--- src/hdl/crtcx_pkg.sv ---
// Constants shared by the CRT controller extended timing register block
package crtcx_pkg;

  // Host port addresses, I/O and memory-mapped
  localparam logic [15:0] CRTCX_IDX_MONO_ADDR      = 16'h03B4;
  localparam logic [15:0] CRTCX_IDX_COLOUR_IO_ADDR = 16'h03D4;
  localparam logic [15:0] CRTCX_IDX_COLOUR_MM_ADDR = 16'h03D3;
  localparam logic [15:0] CRTCX_DATA_MONO_ADDR     = 16'h03B5;
  localparam logic [15:0] CRTCX_DATA_COLOUR_ADDR   = 16'h03D5;

  // Register indices
  localparam logic [7:0] CRTCX_IDX_BASE_HTOTAL   = 8'h00;
  localparam logic [7:0] CRTCX_IDX_HBLANK_END    = 8'h03;
  localparam logic [7:0] CRTCX_IDX_HRETRACE_END  = 8'h05;
  localparam logic [7:0] CRTCX_IDX_BASE_VTOTAL   = 8'h06;
  localparam logic [7:0] CRTCX_IDX_OVERFLOW      = 8'h07;
  localparam logic [7:0] CRTCX_IDX_MAX_SCAN      = 8'h09;
  localparam logic [7:0] CRTCX_IDX_BASE_VSYNC    = 8'h10;
  localparam logic [7:0] CRTCX_IDX_VRETRACE_END  = 8'h11;
  localparam logic [7:0] CRTCX_IDX_BASE_VDISP    = 8'h12;
  localparam logic [7:0] CRTCX_IDX_BASE_VBLANK   = 8'h15;
  localparam logic [7:0] CRTCX_IDX_EXT_VTOTAL    = 8'h30;
  localparam logic [7:0] CRTCX_IDX_EXT_VDISP     = 8'h31;
  localparam logic [7:0] CRTCX_IDX_EXT_VSYNC     = 8'h32;
  localparam logic [7:0] CRTCX_IDX_EXT_VBLANK    = 8'h33;
  localparam logic [7:0] CRTCX_IDX_EXT_HTOTAL    = 8'h35;
  localparam logic [7:0] CRTCX_IDX_EXT_HBLANK    = 8'h39;
  localparam logic [7:0] CRTCX_IDX_IO_CONTROL    = 8'h80;
  localparam logic [7:0] CRTCX_IDX_PROTECT_LAST  = 8'h07;

  // Field positions
  localparam int CRTCX_PROTECT_BIT    = 7;
  localparam int CRTCX_EXT_ENABLE_BIT = 0;
  localparam int CRTCX_OVF_VT8        = 0;
  localparam int CRTCX_OVF_VDE8       = 1;
  localparam int CRTCX_OVF_VSS8       = 2;
  localparam int CRTCX_OVF_VBS8       = 3;
  localparam int CRTCX_OVF_VT9        = 5;
  localparam int CRTCX_OVF_VDE9       = 6;
  localparam int CRTCX_OVF_VSS9       = 7;
  localparam int CRTCX_MSL_VBS9       = 5;
  localparam int CRTCX_HRE_HBE5       = 7;

  // Write masks and reset value
  localparam logic [7:0] CRTCX_EXT_V_MASK  = 8'h0F;
  localparam logic [7:0] CRTCX_EXT_H_MASK  = 8'h01;
  localparam logic [7:0] CRTCX_IOCTL_MASK  = 8'h03;
  localparam logic [7:0] CRTCX_REG_RESET   = 8'h00;

endpackage

--- src/hdl/crtcx_match_if.sv ---
// Interface between the register block and a scan-line comparator
`timescale 1ns/1ps
interface crtcx_match_if #(
  parameter int VAL_W = 12
);
  logic [VAL_W-1:0] value;
  logic [VAL_W-1:0] line;
  logic             strobe;
  logic             hit;

  modport ctrl (output value, output line, output strobe, input hit);
  modport cmp  (input value, input line, input strobe, output hit);
endinterface

--- src/hdl/crtcx_line_match.sv ---
// Scan-line comparator raising a one-cycle pulse on a programmed line
`timescale 1ns/1ps
module crtcx_line_match
  import crtcx_pkg::*;
#(
  parameter int VAL_W = 12
) (
  input  wire logic   clk_in,
  input  wire logic   rst_in,
  crtcx_match_if.cmp  m_if
);

  typedef struct packed {
    logic hit;
  } crtcx_lm_state_type;

  crtcx_lm_state_type st_r;
  crtcx_lm_state_type st_nxt;

  if (VAL_W < 12) begin : g_chk
    $error("crtcx_line_match: VAL_W must hold a 12-bit value");
  end

  always_comb begin
    st_nxt     = st_r;
    // Line numbers count from the first active line, which is line 0
    st_nxt.hit = m_if.strobe && (m_if.line == m_if.value);
  end

  always_ff @(posedge clk_in) begin
    if (rst_in) begin
      st_r <= '0;
    end else begin
      st_r <= st_nxt;
    end
  end

  assign m_if.hit = st_r.hit;

endmodule // crtcx_line_match

--- src/hdl/crtcx_timing_regs.sv ---
// CRT controller index/data port with extended vertical and horizontal timing registers
`timescale 1ns/1ps
// Overview of operation
// - Index port at mono or colour address
// - Data port accesses register of latched index
// - Memory-mapped colour index sits at 3D3h
// - Retrace-end bit 7 blocks writes 0-7
// - Standard vertical total: overflow bits 5,0
// - Extended vertical total: upper nibble extension
// - Standard display end: overflow bits 6,1
// - Extended display end: upper nibble extension
// - Active area starts line 0; end=lines-1
// - Standard sync start: overflow bits 7,2
// - Extended sync start: upper nibble extension
// - Sync begins on line equal sync start
// - Standard blank start: scan bit5, overflow bit3
// - Extended blank start: upper nibble extension
// - Blanking begins on line equal blank start
// - Standard mode ignores extension nibbles
// - Extended vertical bits 7:4 read zero
// - Horizontal total gains extension bit 0 MSB
// - Blank end gains extension bit 0 MSB
module crtcx_timing_regs
  import crtcx_pkg::*;
#(
  parameter int VAL_W = 12
) (
  input  wire logic              clk_in,
  input  wire logic              rst_in,
  input  wire logic              colour_emulation_in,
  input  wire logic              mem_space_in,
  input  wire logic [15:0]       addr_in,
  input  wire logic              wr_in,
  input  wire logic              rd_in,
  input  wire logic [7:0]        wdata_in,
  input  wire logic [VAL_W-1:0]  scan_line_in,
  input  wire logic              scan_line_strobe_in,
  output logic      [7:0]        rdata_out,
  output logic                   rvalid_out,
  output logic                   ext_mode_out,
  output logic      [VAL_W-1:0]  vtotal_out,
  output logic      [VAL_W-1:0]  vdisp_end_out,
  output logic      [VAL_W-1:0]  vsync_start_out,
  output logic      [VAL_W-1:0]  vblank_start_out,
  output logic      [8:0]        htotal_out,
  output logic      [6:0]        hblank_end_out,
  output logic                   vsync_begin_out,
  output logic                   vblank_begin_out
);

  if (VAL_W != 12) begin : g_chk
    $error("crtcx_timing_regs: VAL_W must be 12");
  end

  typedef struct packed {
    logic [7:0]       idx;
    logic [7:0]       base_horizontal_total;
    logic [7:0]       hblank_end_reg;
    logic [7:0]       hretrace_end_reg;
    logic [7:0]       base_vertical_total;
    logic [7:0]       timing_overflow;
    logic [7:0]       max_scan_line;
    logic [7:0]       base_vsync_start;
    logic [7:0]       vretrace_end_protect;
    logic [7:0]       base_vdisp_end;
    logic [7:0]       base_vblank_start;
    logic [7:0]       ext_vtotal_upper;
    logic [7:0]       ext_vdisp_end_upper;
    logic [7:0]       ext_vsync_start_upper;
    logic [7:0]       ext_vblank_start_upper;
    logic [7:0]       ext_htotal_top_bit;
    logic [7:0]       ext_hblank_top_bit;
    logic [7:0]       crtc_io_control;
    logic [7:0]       rdata;
    logic             rvalid;
    logic             ext_mode;
    logic [VAL_W-1:0] vtotal;
    logic [VAL_W-1:0] vdisp_end;
    logic [VAL_W-1:0] vsync_start;
    logic [VAL_W-1:0] vblank_start;
    logic [8:0]       htotal;
    logic [6:0]       hblank_end;
  } crtcx_state_type;

  crtcx_state_type st_r;
  crtcx_state_type st_nxt;

  crtcx_match_if #(.VAL_W(VAL_W)) vsync_if ();
  crtcx_match_if #(.VAL_W(VAL_W)) vblank_if ();

  // Address decode
  logic [15:0] idx_addr;
  logic        idx_sel;
  logic        data_sel;
  logic        idx_wr;
  logic        data_wr;
  logic        any_rd;
  logic        protected_idx;
  logic [7:0]  reg_rd;

  always_comb begin
    if (!colour_emulation_in) begin
      idx_addr = CRTCX_IDX_MONO_ADDR;
    end else if (mem_space_in) begin
      idx_addr = CRTCX_IDX_COLOUR_MM_ADDR;
    end else begin
      idx_addr = CRTCX_IDX_COLOUR_IO_ADDR;
    end
    idx_sel  = (addr_in == idx_addr);
    data_sel = (addr_in == (colour_emulation_in ? CRTCX_DATA_COLOUR_ADDR
                                                : CRTCX_DATA_MONO_ADDR));
    idx_wr   = wr_in && idx_sel;
    data_wr  = wr_in && data_sel;
    any_rd   = rd_in && (idx_sel || data_sel);
    // Only the base group 0-7 is lockable; no other group exists
    protected_idx = (st_r.idx <= CRTCX_IDX_PROTECT_LAST)
                    && st_r.vretrace_end_protect[CRTCX_PROTECT_BIT];
  end

  // Read mux; unmapped indices read as zero
  always_comb begin
    case (st_r.idx)
      CRTCX_IDX_BASE_HTOTAL:  reg_rd = st_r.base_horizontal_total;
      CRTCX_IDX_HBLANK_END:   reg_rd = st_r.hblank_end_reg;
      CRTCX_IDX_HRETRACE_END: reg_rd = st_r.hretrace_end_reg;
      CRTCX_IDX_BASE_VTOTAL:  reg_rd = st_r.base_vertical_total;
      CRTCX_IDX_OVERFLOW:     reg_rd = st_r.timing_overflow;
      CRTCX_IDX_MAX_SCAN:     reg_rd = st_r.max_scan_line;
      CRTCX_IDX_BASE_VSYNC:   reg_rd = st_r.base_vsync_start;
      CRTCX_IDX_VRETRACE_END: reg_rd = st_r.vretrace_end_protect;
      CRTCX_IDX_BASE_VDISP:   reg_rd = st_r.base_vdisp_end;
      CRTCX_IDX_BASE_VBLANK:  reg_rd = st_r.base_vblank_start;
      CRTCX_IDX_EXT_VTOTAL:   reg_rd = st_r.ext_vtotal_upper;
      CRTCX_IDX_EXT_VDISP:    reg_rd = st_r.ext_vdisp_end_upper;
      CRTCX_IDX_EXT_VSYNC:    reg_rd = st_r.ext_vsync_start_upper;
      CRTCX_IDX_EXT_VBLANK:   reg_rd = st_r.ext_vblank_start_upper;
      CRTCX_IDX_EXT_HTOTAL:   reg_rd = st_r.ext_htotal_top_bit;
      CRTCX_IDX_EXT_HBLANK:   reg_rd = st_r.ext_hblank_top_bit;
      CRTCX_IDX_IO_CONTROL:   reg_rd = st_r.crtc_io_control;
      default:                reg_rd = 8'h00;
    endcase
  end

  always_comb begin
    st_nxt        = st_r;
    st_nxt.rvalid = 1'b0;
    // Index is only replaced by an index-port write
    if (idx_wr) begin
      st_nxt.idx = wdata_in;
    end
    if (data_wr && !protected_idx) begin
      case (st_r.idx)
        CRTCX_IDX_BASE_HTOTAL:  st_nxt.base_horizontal_total = wdata_in;
        CRTCX_IDX_HBLANK_END:   st_nxt.hblank_end_reg        = wdata_in;
        CRTCX_IDX_HRETRACE_END: st_nxt.hretrace_end_reg      = wdata_in;
        CRTCX_IDX_BASE_VTOTAL:  st_nxt.base_vertical_total   = wdata_in;
        CRTCX_IDX_OVERFLOW:     st_nxt.timing_overflow       = wdata_in;
        CRTCX_IDX_MAX_SCAN:     st_nxt.max_scan_line         = wdata_in;
        CRTCX_IDX_BASE_VSYNC:   st_nxt.base_vsync_start      = wdata_in;
        CRTCX_IDX_VRETRACE_END: st_nxt.vretrace_end_protect  = wdata_in;
        CRTCX_IDX_BASE_VDISP:   st_nxt.base_vdisp_end        = wdata_in;
        CRTCX_IDX_BASE_VBLANK:  st_nxt.base_vblank_start     = wdata_in;
        // Reserved upper nibble is not stored, so it reads back zero
        CRTCX_IDX_EXT_VTOTAL:   st_nxt.ext_vtotal_upper       = wdata_in & CRTCX_EXT_V_MASK;
        CRTCX_IDX_EXT_VDISP:    st_nxt.ext_vdisp_end_upper    = wdata_in & CRTCX_EXT_V_MASK;
        CRTCX_IDX_EXT_VSYNC:    st_nxt.ext_vsync_start_upper  = wdata_in & CRTCX_EXT_V_MASK;
        CRTCX_IDX_EXT_VBLANK:   st_nxt.ext_vblank_start_upper = wdata_in & CRTCX_EXT_V_MASK;
        CRTCX_IDX_EXT_HTOTAL:   st_nxt.ext_htotal_top_bit     = wdata_in & CRTCX_EXT_H_MASK;
        CRTCX_IDX_EXT_HBLANK:   st_nxt.ext_hblank_top_bit     = wdata_in & CRTCX_EXT_H_MASK;
        CRTCX_IDX_IO_CONTROL:   st_nxt.crtc_io_control        = wdata_in & CRTCX_IOCTL_MASK;
        default: ;
      endcase
    end
    if (any_rd) begin
      st_nxt.rvalid = 1'b1;
      st_nxt.rdata  = idx_sel ? st_r.idx : reg_rd;
    end

    // Timing values follow the registers one cycle later
    st_nxt.ext_mode = st_r.crtc_io_control[CRTCX_EXT_ENABLE_BIT];
    if (st_r.crtc_io_control[CRTCX_EXT_ENABLE_BIT]) begin
      st_nxt.vtotal       = {st_r.ext_vtotal_upper[3:0], st_r.base_vertical_total};
      st_nxt.vdisp_end    = {st_r.ext_vdisp_end_upper[3:0], st_r.base_vdisp_end};
      st_nxt.vsync_start  = {st_r.ext_vsync_start_upper[3:0], st_r.base_vsync_start};
      st_nxt.vblank_start = {st_r.ext_vblank_start_upper[3:0], st_r.base_vblank_start};
    end else begin
      // Extension nibbles are dropped, upper two bits forced low
      st_nxt.vtotal       = {2'b00, st_r.timing_overflow[CRTCX_OVF_VT9],
                             st_r.timing_overflow[CRTCX_OVF_VT8], st_r.base_vertical_total};
      st_nxt.vdisp_end    = {2'b00, st_r.timing_overflow[CRTCX_OVF_VDE9],
                             st_r.timing_overflow[CRTCX_OVF_VDE8], st_r.base_vdisp_end};
      st_nxt.vsync_start  = {2'b00, st_r.timing_overflow[CRTCX_OVF_VSS9],
                             st_r.timing_overflow[CRTCX_OVF_VSS8], st_r.base_vsync_start};
      st_nxt.vblank_start = {2'b00, st_r.max_scan_line[CRTCX_MSL_VBS9],
                             st_r.timing_overflow[CRTCX_OVF_VBS8], st_r.base_vblank_start};
    end
    st_nxt.htotal     = {st_r.ext_htotal_top_bit[0], st_r.base_horizontal_total};
    st_nxt.hblank_end = {st_r.ext_hblank_top_bit[0], st_r.hretrace_end_reg[CRTCX_HRE_HBE5],
                         st_r.hblank_end_reg[4:0]};
  end

  always_ff @(posedge clk_in) begin
    if (rst_in) begin
      st_r <= '0;
    end else begin
      st_r <= st_nxt;
    end
  end

  // Line comparators; line 0 is the first active line
  assign vsync_if.value   = st_r.vsync_start;
  assign vsync_if.line    = scan_line_in;
  assign vsync_if.strobe  = scan_line_strobe_in;
  assign vblank_if.value  = st_r.vblank_start;
  assign vblank_if.line   = scan_line_in;
  assign vblank_if.strobe = scan_line_strobe_in;

  crtcx_line_match #(.VAL_W(VAL_W)) u_vsync_match (
    .clk_in (clk_in),
    .rst_in (rst_in),
    .m_if   (vsync_if.cmp)
  );

  crtcx_line_match #(.VAL_W(VAL_W)) u_vblank_match (
    .clk_in (clk_in),
    .rst_in (rst_in),
    .m_if   (vblank_if.cmp)
  );

  assign rdata_out        = st_r.rdata;
  assign rvalid_out       = st_r.rvalid;
  assign ext_mode_out     = st_r.ext_mode;
  assign vtotal_out       = st_r.vtotal;
  assign vdisp_end_out    = st_r.vdisp_end;
  assign vsync_start_out  = st_r.vsync_start;
  assign vblank_start_out = st_r.vblank_start;
  assign htotal_out       = st_r.htotal;
  assign hblank_end_out   = st_r.hblank_end;
  // Straight from the comparator flops
  assign vsync_begin_out  = vsync_if.hit;
  assign vblank_begin_out = vblank_if.hit;
endmodule // crtcx_timing_regs

--- config.mk ---
export PLATFORM = sky130hd
export DESIGN_NAME = crtcx_timing_regs
export DESIGN_NICKNAME = d
export VERILOG_FILES = /design/src/hdl/crtcx_pkg.sv /design/src/hdl/crtcx_match_if.sv /design/src/hdl/crtcx_line_match.sv /design/src/hdl/crtcx_timing_regs.sv
export SDC_FILE = /design/constraint.sdc
export NUM_CORES = 1
export LEC_CHECK = 0
export ABC_AREA = 1
export BUFFER_PORTS_ARGS = -buffer_cell sky130_fd_sc_hd__buf_2
export CAP_MARGIN = 20
export CORE_ASPECT_RATIO = 0.6
export CORE_MARGIN = 2
export CORE_UTILIZATION = 54
export DETAILED_ROUTE_END_ITERATION = 7
export PLACE_DENSITY = 0.76
export SLEW_MARGIN = 20
export SYNTH_ARGS = -nofsm -noshare
export SYNTH_HDL_FRONTEND = slang
export SYNTH_SLANG_ARGS = --single-unit
--- constraint.sdc ---
create_clock -name clk_in -period 2.3 [get_ports clk_in]
set_clock_uncertainty 0.05 [all_clocks]
set_input_delay 0.23 -clock clk_in [delete_from_list [all_inputs] [get_ports clk_in]]
set_output_delay 0.23 -clock clk_in [all_outputs]
set_load 0.05 [all_outputs]
# Yosys cells after proc, flatten, opt, wreduce, memory -nomap -nowiden
# Index checks and enable logic that the tools add are counted.
# Widths: inputs -> output; s select.
# totals
ff_bits,184
inputBits,43
out_inout_bits,76
word_cells,90
# op_classes
n_lt_le_gt_ge,1
n_eq_ne,20
muxes,7
bitwise,1
n_reduce_logical,28
# ops
operator,count
$pmux 8 s17,1
$eq 8x6->1 const B,6
$mux 46,1
$reduce_and 2->1,17
$eq 8x5->1 const B,4
$eq 12x12->1,2
$eq 8x3->1 const B,3
$eq 16x10->1,1
$eq 16x16->1,1
$mux 16,1
$eq 8x2->1 const B,1
$eq 8x4->1 const B,1
$eq 8x8->1 const B,1
$le 8x3->1 const B,1
$logic_not 8->1,1
$mux 8,1
$logic_and 1x1->1,7
$mux 7,1
$mux 3,1
$reduce_or 2->1,1
$logic_not 1->1,1
$logic_or 1x1->1,1
$mux 1,1
$not 1->1,1

# Depth between registers and ports, before layout
# depth
depth_word,6
mapped_depth,12
mapped_depth_nobuf,11

# By module
# A second synthesis with hierarchy kept.
# hier_totals
cells_unflattened,1353
hier_area_um2,8707.1
# modules_own_cells
module,instances,cells_each,area_each_um2,seq_area_each_um2
crtcx_timing_regs,1,1229,8171.6,3643.5
crtcx_line_match,2,62,267.8,20.0

# Worst setup path after synthesis
# No wires, ideal clock.
# synth_path
kind,reg-to-reg
startpoint,register st_r[214] (netlist name)
endpoint,register st_r[166] (netlist name)
setup_time_ps,113
arrival_ps,1460
required_time_ps,2137
setup_slack_ps,677
stages_incl_launch_ff,9
path_buffers,1
period_less_slack_ps,1623
cell_sequence,dfxtp_1 nor2_1 nand2_2 inv_2 a31oi_4 nand4_1 buf_2 nor2_1 nor2_1
# synth_via
elab_chain_len,5
word_cells_on_any_way,6
cone_classes,1 x order compare; 1 x eq/ne; 4 x reduce/logical
# synth_rtl
element,line_no,source
"start, declared",crtcx_timing_regs.sv:85,crtcx_state_type st_r;
"start signal, assigned",crtcx_timing_regs.sv:206,st_r <= st_nxt;
$le 8x3->1,crtcx_timing_regs.sv:116,protected_idx = (st_r.idx <= CRTCX_IDX_PROTECT_LAST)
$logic_and 1x1->1,crtcx_timing_regs.sv:117,&& st_r.vretrace_end_protect[CRTCX_PROTECT_BIT];
$logic_not 1->1,crtcx_timing_regs.sv:151,if (data_wr && !protected_idx) begin
$logic_and 1x1->1,crtcx_timing_regs.sv:151,
$reduce_and 2->1 (no source line) (*),--,
# Every way passes the cells marked *; elsewhere a longest branch is shown, timed or not.
# A chain may end at the register's enable or synchronous reset.

# Worst setup path after layout
# layout_path
startpoint,register st_r[212] (netlist name)
endpoint,register st_r (netlist bit rdata_out[2])
# layout_via
elab_chain_len,3
word_cells_on_any_way,19
cone_classes,16 x eq/ne; 2 x mux; 1 x reduce/logical
# layout_rtl
element,line_no,source
"$eq 8x8->1, or another cell as far along",crtcx_timing_regs.sv:122,case (st_r.idx)
$pmux 8 s17,crtcx_timing_regs.sv:122,
$mux 8 (*),crtcx_timing_regs.sv:176,st_nxt.rdata = idx_sel ? st_r.idx : reg_rd;
# Marks and branches as above.

==> flow_summary.json <==
{
  "status": "finished clean",
  "diodes": 0,
  "worst_slew_pin_slew_ns": 0.590,
  "ys_seq_area_frac": 0.434,
  "synth.top_cells.by_count": "nor2_1 (351), nand2_1 (313), dfxtp_1 (184)",
  "wl_per_cell_um": 15.6,
  "min_to": "u_vblank_match.m_if.hit",
  "cts_hold_buf": 0,
  "first_global_vias": 6870,
  "synth_edf_count": 0,
  "cts_buffer_depth": 2,
  "reg2reg_depth": 10,
  "nets": 1383,
  "drc": 0,
  "slowest_delay_ns": 0.35,
  "pre_cts_ws_ns": 0.310,
  "ios": 119,
  "netlist-cell-type-count": 29,
  "drive_gt1_frac": 0.149,
  "rows": 35,
  "fmax_mhz": 461,
  "period_needed_ns": 2.17,
  "start_kind": "register",
  "min_period_over_period": 0.944,
  "synth_mux_area_frac": 0,
  "cts_resized": 0,
  "cts_tree": "yes",
  "p_per_area_nw_per_um2": 676,
  "crit_fanout": 5,
  "setup_slack_ns": 0.129,
  "port_buffers": 118,
  "report.final.slew_viol_count": 0,
  "yosys.area.top_type": "dfxtp_1",
  "grt_pass1_wl_um": 37100,
  "post-dp-hpwl_um": 17500,
  "die_h_um": 101,
  "cp-end-kind": "register",
  "fin_setup_tns_ns": 0,
  "start_util": 0.552,
  "placed_cells": 1524,
  "ys.flop_type": "dfxtp_1",
  "synth_area_leaders": "dfxtp_1 (43%), nor2_1 (16%), nand2_1 (14%), buf_4 (6.5%), inv_1 (6.4%)",
  "synth_xor_area_frac": 0.00619,
  "gp_congestion": 1.07,
  "peakVddDrop_mv": 0.489,
  "synth_top_family_by_area": "simple AND/OR/NAND/NOR gates",
  "path_cells": "nor2_1, nand2_1, nor2_1, buf_4, nand2_1, o21ai_0, nor2_1, nand3_1, nand2_1, a21oi_1",
  "synth_compound_area_frac": 0.0505,
  "syn-cell-area_um2": 8490,
  "min_path_cells": 4,
  "yosysMostFrequentCell": "nor2_1",
  "die_x_um": 166,
  "crit_slowest_cell": "dfxtp_1",
  "final-hold-violation-count": 0,
  "grt.total_usage": 0.287,
  "synth_fa_ha_area_frac": 0,
  "crit_type": "reg -> reg",
  "antenna_found_initial": 0,
  "drt-total-wl_um": 24300,
  "clock-sinks": 184,
  "hp-class": "in -> reg",
  "gr-total-overflow": 0,
  "reg2reg_slack_ns": 0.13,
  "vias_per_cell": 5.17,
  "grt_start_max_net_pins": 47,
  "cts_root_buf": "clkbuf_16",
  "power_mw": 6.39,
  "cp_num_buf_inv": 1,
  "cts-htree-levels": 4,
  "num_vias": 8043,
  "postSynthAreaPerCell_um2": 6.61,
  "hold_ws_ns": 0.0717,
  "hold_start": "scan_line_in[10]",
  "r2r_start": "st_r[212]",
  "dr.pass1.iters": 7,
  "cts_setup_buffers": 0,
  "drtAntennaViolNets": 0,
  "synthCells": 1284,
  "crit_arrival_ns": 2.49,
  "path_clk_slew_ns": 0.07,
  "p_leak_nw": 4.93,
  "cts_made_buffers": 17,
  "synthArstFlopShare": 0,
  "synth_top_area_frac": 0.434,
  "relSlewSlack": 0.606,
  "drt_iter0_markers": 964,
  "synthToLayoutAreaGrowth_pct": 11.3,
  "crit_family": "simple AND/OR/NAND/NOR gates",
  "yosysWarningCount": 0,
  "clock_insertion_delay_worst_skew_ns": 0.44,
  "fin_cells": 1556,
  "synth_seq_cells": 184,
  "finalSetupViolCount": 0,
  "syn-num-nets": 1327,
  "maxCapViolations": 0,
  "r2r-end": "rdata_out[2]",
  "grt_setup_unrepaired": "false",
  "timing.critical_path.required_ns": 2.62,
  "die-area_um2": 16800,
  "core_area_um2": 15400,
  "yosys.area_share.simple": 0.354
}
tightest hold or removal path: stages:
cell and delay (ns):
buf_2 0.11, xnor2_1 0.06, nand4_1 0.08, nor2_1 0.04
logic make-up (layout without fill, tap and decap cells):
| logic type | Yosys count | in the layout |
|---|---|---|
| compound gates | 73 | 73 |
| xor+xnor | 6 | 6 |
| buf+inv | 266 | 335 |
| flops | 184 | 184 |
| simple gates | 755 | 755 |
through the flow:
stage          area, um^2  utilization
6_report             9450        0.615
5_1_grt              9450        0.615
4_1_cts              9450        0.615
3_5_place_dp         8850        0.576
3_3_place_gp         8850        0.576
2_1_floorplan        8490            -
metal layers:
layer / vias up / wire [um] / GRT usage
li1: 3912 / - / -
met1: 3646 / 11600 / 0.433
met2: 444 / 9410 / 0.398
met3: 41 / 3010 / 0.0852
met4: 0 / 277 / 0.0696
met5: - / 0 / 0
sequential cells by signal, summed over array words and instances, names as in the netlist, 8 cells and up:
signal	flops
vblank_start_out	12
st_nxt	17
rdata_out	8
st_r	91
vdisp_end_out	12
htotal_out	9
vtotal_out	12
vsync_start_out	12
cells in the final DEF, fill, tap and decap left out:
cell type,instances
nor2_1,351
nand2_1,313
dfxtp_1,184
inv_1,144
buf_2,118
nand3_1,54
buf_4,37
o21ai_0,34
nor3_1,20
a21oi_1,18
clkbuf_16,17
o22ai_1,8
nand4_1,6
a221oi_1,6
or2_2,4
xor2_1,4
a211oi_1,4
inv_6,4
nand3_4,3
clkinvlp_4,3
clkinv_1,2
clkinv_2,2
nor2_2,2
xnor2_1,2
clkinv_4,2
bufinv_16,2
inv_8,2
nand2_2,1
inv_2,1
a31oi_4,1
o21a_1,1
nand3_2,1
o21bai_1,1
clkbuf_8,1
power breakdown:
part | leakage (nW) | internal [mW] | switching [mW]
Clock | 0.288 | 1.66 | 1.35
Combinational | 3.17 | 0.0535 | 0.149
Sequential | 1.48 | 3.18 | 0.0000185
how the worst max path moves through the flow:
stage          startpoint           end  slack (ns)  cells after the start
4_1_cts         st_r[212]  rdata_out[2]        0.31                     10
6_report        st_r[212]  rdata_out[2]        0.13                     10
5_1_grt         st_r[213]  rdata_out[2]        0.09                     10
3_5_place_dp   addr_in[6]      st_r[99]        0.31                     10
3_3_place_gp    st_r[212]  rdata_out[2]        0.36                     10
2_1_floorplan   st_r[214]     st_r[166]        0.68                      8
area by class of cell:
type	instances	area (um^2)
clock buffers	18	439
clock inverters	14	163
fillers	1482	5920
inverters	148	557
multi-input cells	834	3490
flip-flops and latches	184	3680
well taps	203	254
repair buffers	155	868
Power figures use the tool's default switching activity.
